[config.mk]
export PLATFORM = sky130hd
export DESIGN_NAME = fgp_regs
export DESIGN_NICKNAME = d
export VERILOG_FILES = /design/src/hw/fgp_pkg.sv /design/src/hw/fgp_regs.sv /design/src/hw/fgp_res_mem.sv
export SDC_FILE = /design/constraint.sdc
export NUM_CORES = 1
export LEC_CHECK = 0
export BUFFER_PORTS_ARGS = -buffer_cell sky130_fd_sc_hd__buf_2
export CAP_MARGIN = 20
export CORE_AREA = 3 3 98 100
export CTS_CLUSTER_DIAMETER = 40
export CTS_CLUSTER_SIZE = 16
export DETAILED_ROUTE_END_ITERATION = 12
export DIE_AREA = 0 0 101 103
export HOLD_SLACK_MARGIN = 0.15
export MAX_ROUTING_LAYER = met4
export PLACE_DENSITY = 0.86
export RECOVER_POWER = 50
export SETUP_SLACK_MARGIN = 0.15
export SLEW_MARGIN = 10
export SYNTH_ARGS = -nofsm -noshare
export SYNTH_HDL_FRONTEND = slang
export SYNTH_HIERARCHICAL = 1
export SYNTH_SLANG_ARGS = --single-unit
[constraint.sdc]
create_clock -name core_clk -period 8.4 [get_ports core_clk]
set_clock_uncertainty 0.2 [all_clocks]
set_input_delay 1.68 -clock core_clk [delete_from_list [all_inputs] [get_ports core_clk]]
set_output_delay 1.68 -clock core_clk [all_outputs]
set_load 0.005 [all_outputs]
[src/hw/fgp_pkg.sv]
package fgp_pkg;

  // register offsets on the serial register port
  localparam logic [7:0] ADDR_CELL_RES_0C = 8'h19;
  localparam logic [7:0] ADDR_CELL_RES_10C = 8'h1a;
  localparam logic [7:0] ADDR_CELL_RES_20C = 8'h1b;
  localparam logic [7:0] ADDR_CELL_RES_30C = 8'h1c;
  localparam logic [7:0] ADDR_CELL_RES_40C = 8'h1d;
  localparam logic [7:0] ADDR_CELL_RES_60C = 8'h1e;
  localparam logic [7:0] ADDR_RES_COEFF = 8'h1f;
  localparam logic [7:0] ADDR_TEMP_CTRL = 8'h20;
  localparam logic [7:0] ADDR_CHARGE_PCT = 8'h21;
  localparam logic [7:0] ADDR_VOLT_HIGH = 8'h22;
  localparam logic [7:0] ADDR_VOLT_LOW = 8'h23;
  localparam logic [7:0] ADDR_SOC_RESET = 8'h25;

  // number of cell resistance points
  localparam int NUM_RES = 6;

  // reset values
  localparam logic [7:0] RST_CELL_RES = 8'h3f;
  localparam logic [1:0] RST_LOW_CHARGE_COEFF = 2'h0;
  localparam logic [3:0] RST_CHARGING_COEFF = 4'h8;
  localparam logic RST_TEMP_SOURCE = 1'b0;
  localparam logic [5:0] RST_HOST_TEMP = 6'h1b;

  // field positions
  localparam int POS_LOW_CHARGE_COEFF = 4;
  localparam int POS_CHARGING_COEFF = 0;
  localparam int POS_TEMP_SOURCE = 6;
  localparam int POS_HOST_TEMP = 0;
  localparam int POS_VOLT_LOW = 3;
  localparam int POS_SOC_RESET = 7;

  // state of charge ceiling, percent
  localparam logic [6:0] MAX_CHARGE_PCT = 7'h64;

  // host register access, one cycle strobes
  typedef struct packed {
    logic wrEn;
    logic rdEn;
    logic [7:0] addr;
    logic [7:0] wdata;
  } fgp_req_t;

  // one measurement sample from the gauge core
  typedef struct packed {
    logic valid;
    logic [6:0] chargePct;
    logic [12:0] voltage;
  } fgp_meas_t;

  // parameters driven to the gauge core
  typedef struct packed {
    logic [5:0][7:0] cellRes;
    logic [1:0] lowChargeCoeff;
    logic [3:0] chargingCoeff;
    logic tempSourceSelect;
    logic [5:0] hostTempValue;
  } fgp_param_t;

endpackage

[src/hw/fgp_regs.sv]
`timescale 1ns/1ps
// Overview of operation
// [RULE_01] resistance code times 32 milliohm, 8 bits
// [RULE_02] six resistance registers, reset 0x3f each
// [RULE_03] low charge coefficient bits 5:4, reset 00
// [RULE_04] charging coefficient bits 3:0, reset 1000
// [RULE_05] bit 6 picks thermistor or host temperature
// [RULE_06] host temperature bits 5:0, reset 11011
// [RULE_07] charge percent read-only, 0 to 100
// [RULE_08] voltage 12:5 high, 4:0 low bits 7:3
// [RULE_09] software computes high*32 plus low/8
// [RULE_10] reset bit 7 clears charge and voltage
// [RULE_11] unused bits zero, read-only writes ignored
// [RULE_12] voltage halves always updated together
module fgp_regs
  import fgp_pkg::*;
(
  // clock and reset
  input wire logic core_clk,
  input wire logic srst,
  // host register access
  input wire fgp_req_t hostReq,
  output logic [7:0] hostRdata,
  output logic hostRvalid,
  // measurement results from the gauge core
  input wire fgp_meas_t measIn,
  // temperature sources
  input wire logic [5:0] thermistorInput,
  // parameters to the gauge core
  output fgp_param_t paramOut,
  output logic [5:0] selectedTemp
);

  // index into the resistance table, 7 when not a table address
  function automatic logic [2:0] resIdx(input logic [7:0] a);
    if (a >= ADDR_CELL_RES_0C && a <= ADDR_CELL_RES_60C) begin
      resIdx = 3'(a - ADDR_CELL_RES_0C);
    end else begin
      resIdx = 3'h7;
    end
  endfunction

  // all module state in one struct
  typedef struct packed {
    logic [1:0] lowChargeCoeff;
    logic [3:0] chargingCoeff;
    logic tempSource;
    logic [5:0] hostTemp;
    logic [6:0] chargePct;
    logic [12:0] voltage;
    logic rdPend;
    logic tblRd;
    logic [7:0] rdLocal;
    logic [7:0] rdata;
    logic rvalid;
    logic [5:0] selTemp;
  } fgp_state_t;

  fgp_state_t st_q, st_d;
  logic [7:0] tblData; // registered table read
  logic [5:0][7:0] tblAll; // every resistance entry
  logic tblWr; // write hits the table
  logic socClear; // reset register bit 7 written

  assign tblWr = hostReq.wrEn && (resIdx(hostReq.addr) != 3'h7);
  assign socClear = hostReq.wrEn && hostReq.addr == ADDR_SOC_RESET && hostReq.wdata[POS_SOC_RESET];

  // resistance table, codes are 32 milliohm steps
  fgp_res_mem u_mem (
    .core_clk(core_clk),
    .srst(srst),
    .wrEn(tblWr), // [RULE_01]
    .wrIdx(resIdx(hostReq.addr)),
    .wrData(hostReq.wdata),
    .rdIdx(resIdx(hostReq.addr)),
    .rdData(tblData),
    .allEntries(tblAll)
  );

  // next state: host writes, measurements, read path
  always_comb begin
    st_d = st_q;
    // writable fields only; other bits of the byte are dropped
    if (hostReq.wrEn && hostReq.addr == ADDR_RES_COEFF) begin
      st_d.lowChargeCoeff = hostReq.wdata[POS_LOW_CHARGE_COEFF +: 2]; // [RULE_03]
      st_d.chargingCoeff = hostReq.wdata[POS_CHARGING_COEFF +: 4]; // [RULE_04]
    end
    if (hostReq.wrEn && hostReq.addr == ADDR_TEMP_CTRL) begin
      st_d.tempSource = hostReq.wdata[POS_TEMP_SOURCE]; // [RULE_05]
      st_d.hostTemp = hostReq.wdata[POS_HOST_TEMP +: 6]; // [RULE_06]
    end
    // measurement: both voltage halves from one sample
    if (measIn.valid) begin
      st_d.voltage = measIn.voltage; // [RULE_12]
      // clamp keeps the percent inside 0..100
      st_d.chargePct = (measIn.chargePct > MAX_CHARGE_PCT) ? MAX_CHARGE_PCT : measIn.chargePct; // [RULE_07]
    end
    // clear wins over a same-cycle sample, so a reset is never undone
    if (socClear) begin
      st_d.chargePct = 7'h00; // [RULE_10]
      st_d.voltage = 13'h0000; // [RULE_10]
    end
    // temperature source mux
    st_d.selTemp = st_q.tempSource ? st_q.hostTemp : thermistorInput; // [RULE_05]
    // read stage 1: capture local value; stage 2 merges table data
    st_d.rdPend = hostReq.rdEn;
    st_d.tblRd = hostReq.rdEn && (resIdx(hostReq.addr) != 3'h7);
    case (hostReq.addr)
      ADDR_RES_COEFF: st_d.rdLocal = {2'b00, st_q.lowChargeCoeff, st_q.chargingCoeff}; // [RULE_11]
      ADDR_TEMP_CTRL: st_d.rdLocal = {1'b0, st_q.tempSource, st_q.hostTemp}; // [RULE_11]
      ADDR_CHARGE_PCT: st_d.rdLocal = {1'b0, st_q.chargePct}; // [RULE_07]
      ADDR_VOLT_HIGH: st_d.rdLocal = st_q.voltage[12:5]; // [RULE_08]
      ADDR_VOLT_LOW: st_d.rdLocal = {st_q.voltage[4:0], 3'b000}; // [RULE_08]
      default: st_d.rdLocal = 8'h00; // [RULE_11]
    endcase
    st_d.rvalid = st_q.rdPend;
    st_d.rdata = st_q.tblRd ? tblData : st_q.rdLocal;
  end

  // register all state
  always_ff @(posedge core_clk) begin
    if (srst) begin
      st_q <= '0;
      st_q.lowChargeCoeff <= RST_LOW_CHARGE_COEFF; // [RULE_03]
      st_q.chargingCoeff <= RST_CHARGING_COEFF; // [RULE_04]
      st_q.tempSource <= RST_TEMP_SOURCE; // [RULE_05]
      st_q.hostTemp <= RST_HOST_TEMP; // [RULE_06]
    end else begin
      st_q <= st_d;
    end
  end

  // outputs straight from flip-flops
  assign hostRdata = st_q.rdata;
  assign hostRvalid = st_q.rvalid;
  assign selectedTemp = st_q.selTemp;
  assign paramOut.cellRes = tblAll;
  assign paramOut.lowChargeCoeff = st_q.lowChargeCoeff;
  assign paramOut.chargingCoeff = st_q.chargingCoeff;
  assign paramOut.tempSourceSelect = st_q.tempSource;
  assign paramOut.hostTempValue = st_q.hostTemp;

endmodule // fgp_regs

[src/hw/fgp_res_mem.sv]
`timescale 1ns/1ps
// six-entry resistance table; read data registered
module fgp_res_mem
  import fgp_pkg::*;
(
  // clock and reset
  input wire logic core_clk,
  input wire logic srst,
  // write port
  input wire logic wrEn,
  input wire logic [2:0] wrIdx,
  input wire logic [7:0] wrData,
  // registered read port
  input wire logic [2:0] rdIdx,
  output logic [7:0] rdData,
  // all entries for the gauge core
  output logic [5:0][7:0] allEntries
);

  // all module state in one struct
  typedef struct packed {
    logic [5:0][7:0] mem;
    logic [7:0] rd;
  } fgp_mem_state_t;

  fgp_mem_state_t st_q, st_d;

  // next state: write one entry, register read data
  always_comb begin
    st_d = st_q;
    for (int i = 0; i < NUM_RES; i++) begin
      if (wrEn && wrIdx == 3'(i)) begin
        st_d.mem[i] = wrData; // [RULE_02]
      end
    end
    // out of range index reads zero
    st_d.rd = (rdIdx < 3'(NUM_RES)) ? st_q.mem[rdIdx] : 8'h00;
  end

  // register, every entry resets to 0x3f
  always_ff @(posedge core_clk) begin
    if (srst) begin
      for (int i = 0; i < NUM_RES; i++) begin
        st_q.mem[i] <= RST_CELL_RES; // [RULE_02]
      end
      st_q.rd <= 8'h00;
    end else begin
      st_q <= st_d;
    end
  end

  assign rdData = st_q.rd;
  assign allEntries = st_q.mem;

endmodule // fgp_res_mem

-- Word level (Yosys, flattened, before mapping)
Cells that the tools add are included.
- bits in registers: 114
- bits in latches: 0
- RAM bits: 0
- ROM bits: 0
- bits of input ports: 47
- memories kept: 0
- $add $sub $neg: 1
- $mul: 0
- div/mod/pow operators: 0
- order comparisons: 5
- eq/ne operators: 12
- shift-type cells: 0
- muxes and demuxes: 7
- bitwise logic cells: 1
- reductions and logical operators: 16
- operators by type and width (cell ; number):
    $eq A8 B6 Y1 const B ; 5
    $pmux W8 S5 ; 1
    $bmux W8 S3 ; 1
    $mux W8 ; 2
    $logic_and A1 B1 Y1 ; 13
    $eq A8 B5 Y1 const B ; 1
    $ge A8 B5 Y1 const B ; 1
    $le A8 B5 Y1 const B ; 1
    $gt A7 B7 Y1 const B ; 1
    $mux W7 ; 1
    $eq A3 B2 Y1 const B ; 2
    $eq A3 B3 Y1 const B ; 2
    $mux W6 ; 1
    $lt A3 B4 Y1 const B ; 1
    $reduce_or A2 Y1 ; 2
    $eq A3 B1 Y1 const B ; 1
    $logic_not A3 Y1 ; 1
    $lt A3 B3 Y1 const B ; 1
    $mux W3 ; 1
    $ne A3 B3 Y1 const B ; 1
    $sub A3 B1 Y3 const B ; 1
    $not A1 Y1 ; 1

-- Longest topological paths before layout
- depth in word-level cells: 6
- depth in mapped cells: 11
- depth with buffers taken out: 8

-- Cells and area by module
Netlist, hierarchy kept.
- modules (own cells, without submodules) (module ; instances ; cells each ; area an instance (sq um) ; seq. area each (sq um)):
    fgp_regs ; 1 ; 281 ; 2692.6 ; 1161.1
    fgp_res_mem ; 1 ; 228 ; 2408.6 ; 1121.1

-- Worst setup path before layout
Ideal clock, no wire load.
- path type: input to register
- from: input hostReq[8] (netlist name)
- to: register u_mem.st_q (netlist bit u_mem/allEntries[20])
- data arrival time: 3.730 ns
- setup slack: 4.350 ns
- cell stages on the path: 10
- path buffers: 2
- path through: inv_1 -> ha_1 -> clkbuf_1 -> nand2_1 -> a32oi_1 -> nand3_1 -> and4bb_2 -> buf_4 -> nor2b_1 -> a211o_1
- longest elaborated chain between the ends: 6
- elaborated cells on any way between the ends: 9
- ends and longest elaborated chain (what ; line ; RTL):
    start: declaration ; fgp_regs.sv:22 ; input wire fgp_req_t hostReq,
    $ge A8 B5 Y1 or $le A8 B5 Y1 (tied branches) ; fgp_regs.sv:36 ; if (a >= ADDR_CELL_RES_0C && a <= ADDR_CELL_RES_60C) begin
    $logic_and A1 B1 Y1 ; fgp_regs.sv:36 ;
    $mux W3 * ; fgp_regs.sv:36 ;
    $ne A3 B3 Y1 ; fgp_regs.sv:65 ; assign tblWr = hostReq.wrEn && (resIdx(hostReq.addr) != 3'h7);
    $logic_and A1 B1 Y1 ; fgp_regs.sv:65 ;
    $logic_and A1 B1 Y1 * ; fgp_res_mem.sv:32 ; if (wrEn && wrIdx == 3'(i)) begin
    end signal: assignment ; fgp_res_mem.sv:48 ; st_q <= st_d;
    end: declaration ; fgp_res_mem.sv:26 ; fgp_mem_state_t st_q, st_d;
Mark *: on every way between the ends. The rest lies on a longest branch, timed or not.
A chain may end at the register's enable or synchronous reset.

==> results.py <==
metrics = {
    "synthesis": {
        "ys_types": 44,
        "synth_flop_cell": "dfxtp_1",
        "synth.avg_cell_area_sq_um": 10.0,
        "yosys.area.top_type": "dfxtp_1",
        "syn_nets": 561,
        "ys_top_cells_by_area": "dfxtp_1 (45%), mux2i_1 (9.2%), buf_4 (4.3%), nor2_1 (4.2%), a211o_1 (4.1%)",
        "synthCells": 509,
        "netlist_area_sq_um": 5100,
        "seq_area_frac_synth": 0.447,
        "netlist.area_leader.share": 0.447,
        "synth_edf_count": 0,
        "async_flop_share": 0,
        "ys_ff_latch": 114,
        "ys_warn_count": 6,
    },
    "sta": {
        "fmax_mhz": 186,
        "finalWorstSetupSlack_ns": 3.03,
        "worst_pin_slew_ns": 3.29,
        "rsz0062_at_grt": "no",
        "slew_viol_final": 80,
        "setup_tns_ns": 0,
        "period_share": 0.640,
        "hold_viol": 0,
        "finalSetupViolCount": 0,
        "slew_headroom": -1.20,
        "period_needed_ns": 5.37,
    },
    "clock_network": {
        "cts_buffer_depth": 2,
        "post_cts_resize_count": 0,
        "htree_levels": 4,
        "cts_setup_buffers": 0,
        "root_buffer": "clkbuf_8",
        "cts_tree": "yes",
        "cts_sinks": 114,
        "clk_latency_ns": 0.51,
        "cts_hold_buf": 0,
        "numCtsBuffers": 17,
        "path_clk_slew_ns": 0.06,
    },
    "pwr": {
        "p_leak_nw": 2.34,
        "p_total_mw": 1.32,
        "power_density_nw_per_um2": 221,
        "irDropWorstVdd_v": 0.000140,
    },
    "cells_and_area": {
        "layout-drive-gt1-share": 0.206,
        "final_nets": 641,
        "n_antenna_cell": 0,
        "final_common_cell": "dfxtp_1",
        "post-route-util": 0.682,
        "final_cell_mix": "dfxtp_1 (114), buf_2 (77), nor2_1 (57)",
        "stdcell_count": 710,
        "syn2layout_area_growth_pct": 17.2,
    },
    "worst_setup_path": {
        "worstReg2RegEnd": "hostRdata[7]$_SDFF_PP0_",
        "crit_fanout": 79,
        "crit_arrival_ns": 5.51,
        "timing.rr.start": "st_q[23]$_SDFF_PP0_",
        "cp-end-kind": "flop",
        "cp_slowest_stage_delay_ns": 2.30,
        "cp-start-kind": "input pin",
        "cp_cell_sequence": "buf_2 -> clkbuf_1 -> inv_1 -> o41ai_2 -> a21oi_1",
        "worstPathRequired_ns": 8.54,
        "critical_path.slowest_cell": "clkbuf_1",
        "r2r.worst_path.cells": 2,
        "reg2reg_slack_ns": 6.93,
        "path_class": "in -> reg",
    },
    "place": {
        "place_inst": 678,
        "numPortBuffers": 122,
        "dp_hpwl_um": 8800,
        "gp_routability_congestion": 0.894,
        "pre_cts_ws_ns": 3.45,
    },
    "min_path": {
        "hp-class": "reg -> reg",
        "hold_end": "hostRdata[3]$_SDFF_PP0_",
        "hp-start": "st_q[18]$_SDFF_PP0_",
        "hold_path_depth": 2,
    },
    "floorplanning": {
        "io_pins": 123,
        "die_area_sq_um": 10400,
        "coreArea_sq_um": 8760,
        "die_w_um": 101,
        "initial_core_util": 0.582,
        "die_h_um": 103,
        "rows": 34,
    },
    "global_routing": {
        "gr-usage-met2": 0.432,
        "grt_pass1_vias": 4124,
        "grtUsageMet3": 0.0589,
        "grt.overflow.total": 0,
        "antenna_found_initial": 0,
        "grt_use_total": 0.261,
        "grt.busiest_layer": "met2",
        "grt_util_met1": 0.310,
        "grt_max_degree": 80,
        "grt_pass1_wl_um": 20300,
    },
    "routing": {
        "drt_iter0_markers": 302,
        "route.detailed.wl_per_inst_um": 18.5,
        "drtAntennaViolNets": 0,
        "drcViolationCount": 0,
        "drt_wl_total_um": 13100,
        "via_per_inst": 5.86,
        "first_pass_iters": 6,
        "vias": 4160,
    },
    "job": {
        "cap_violations": 1,
    },
    "outcome": {
        "status": "finished with violations",
        "violations": "max-capacitance violations, max-slew violations",
    },
}
-- worst max-delay path by stage --
stage | start | endpoint | slack (ns) | cells past startpoint
floorplan | hostReq[8] | u_mem/allEntries[20]$_SDFFE_PP1P_ | 4.35 | 10
global placement | hostReq[8] | u_mem/allEntries[5]$_SDFFE_PP1P_ | 3.64 | 9
CTS | hostReq[8] | u_mem/allEntries[2]$_SDFFE_PP1P_ | 3.92 | 9
finish | srst | st_q[17]$_SDFF_PP0_ | 3.03 | 5
detailed placement | hostReq[8] | u_mem/allEntries[3]$_SDFFE_PP1P_ | 3.45 | 9
global route | srst | st_q[17]$_SDFF_PP0_ | 2.63 | 5
-- cell type report --
class	instances	area, sq um
clock buffers	19	422
clock inverters	13	161
fillers	674	2790
inverters	8	30.0
multi-input cells	324	2380
flip-flops and latches	114	2280
well taps	108	135
repair buffers	124	566
-- report_power, final --
| part | internal [mW] | switching, mW | leakage [nW] | total, mW |
|---|---|---|---|---|
| clock | 0.451 | 0.253 | 0.286 | 0.705 |
| combinational | 0.0252 | 0.0390 | 1.13 | 0.0642 |
| sequential | 0.549 | 0.00408 | 0.926 | 0.553 |
-- logic make-up (layout without fill, tap and decap cells) --
family / count (synthesis) / in the layout / synth area share
buf+inv: 71 / 164 / 0.0856
xor+xnor: 1 / 1 / 0.00172
simple gates: 181 / 181 / 0.191
fa+ha+maj: 5 / 5 / 0.0123
mux: 63 / 63 / 0.145
compound gates: 74 / 74 / 0.117
flops: 114 / 114 / 0.447
-- per-layer routing --
metal,wire (um),part of all wire
met2,6580,0.50
met1,5200,0.40
met5,0,0
met3,1140,0.087
met4,200,0.015
-- sequential cells by signal (all words and copies together) (netlist names) --
name              cells
st_d                  1
hostRvalid            1
st_q                 29
selectedTemp          6
paramOut             13
u_mem/allEntries     48
u_mem/rdData          8
hostRdata             8
-- cells in the mapped netlist (all sizes together) (3+ instances only) --
| cell type | instances |
|---|---|
| ha | 5 |
| nor2b | 27 |
| mux4 | 8 |
| a311oi | 4 |
| nand2 | 43 |
| nand3b | 15 |
| and4bb | 5 |
| a22oi | 9 |
| mux2 | 8 |
| o211ai | 4 |
| nor2 | 57 |
| clkbuf | 17 |
| a22o | 7 |
| and4b | 3 |
| a211o | 24 |
| a21oi | 14 |
| dfxtp | 114 |
| nand3 | 13 |
| nand2b | 4 |
| nand4b | 3 |
| buf | 46 |
| inv | 8 |
| mux2i | 47 |
| a31o | 4 |
| a222oi | 3 |
-- critical path, delay by kind of cell --
kind            cells  cell delay (ns)
buf+inv             3             3.21
compound gates      2             0.58
-- per-stage QoR --
| step | hold slack [ns] | area, sq um |
|---|---|---|
| 5_1_grt | 0.284 | 5980 |
| 3_3_place_gp | 0.256 | 5460 |
| 3_5_place_dp | 0.259 | 5460 |
| 6_report | 0.273 | 5980 |
| 4_1_cts | 0.267 | 6040 |
| 2_1_floorplan | 0.214 | 5100 |
Note: power is estimated with default switching activity, not from simulation.
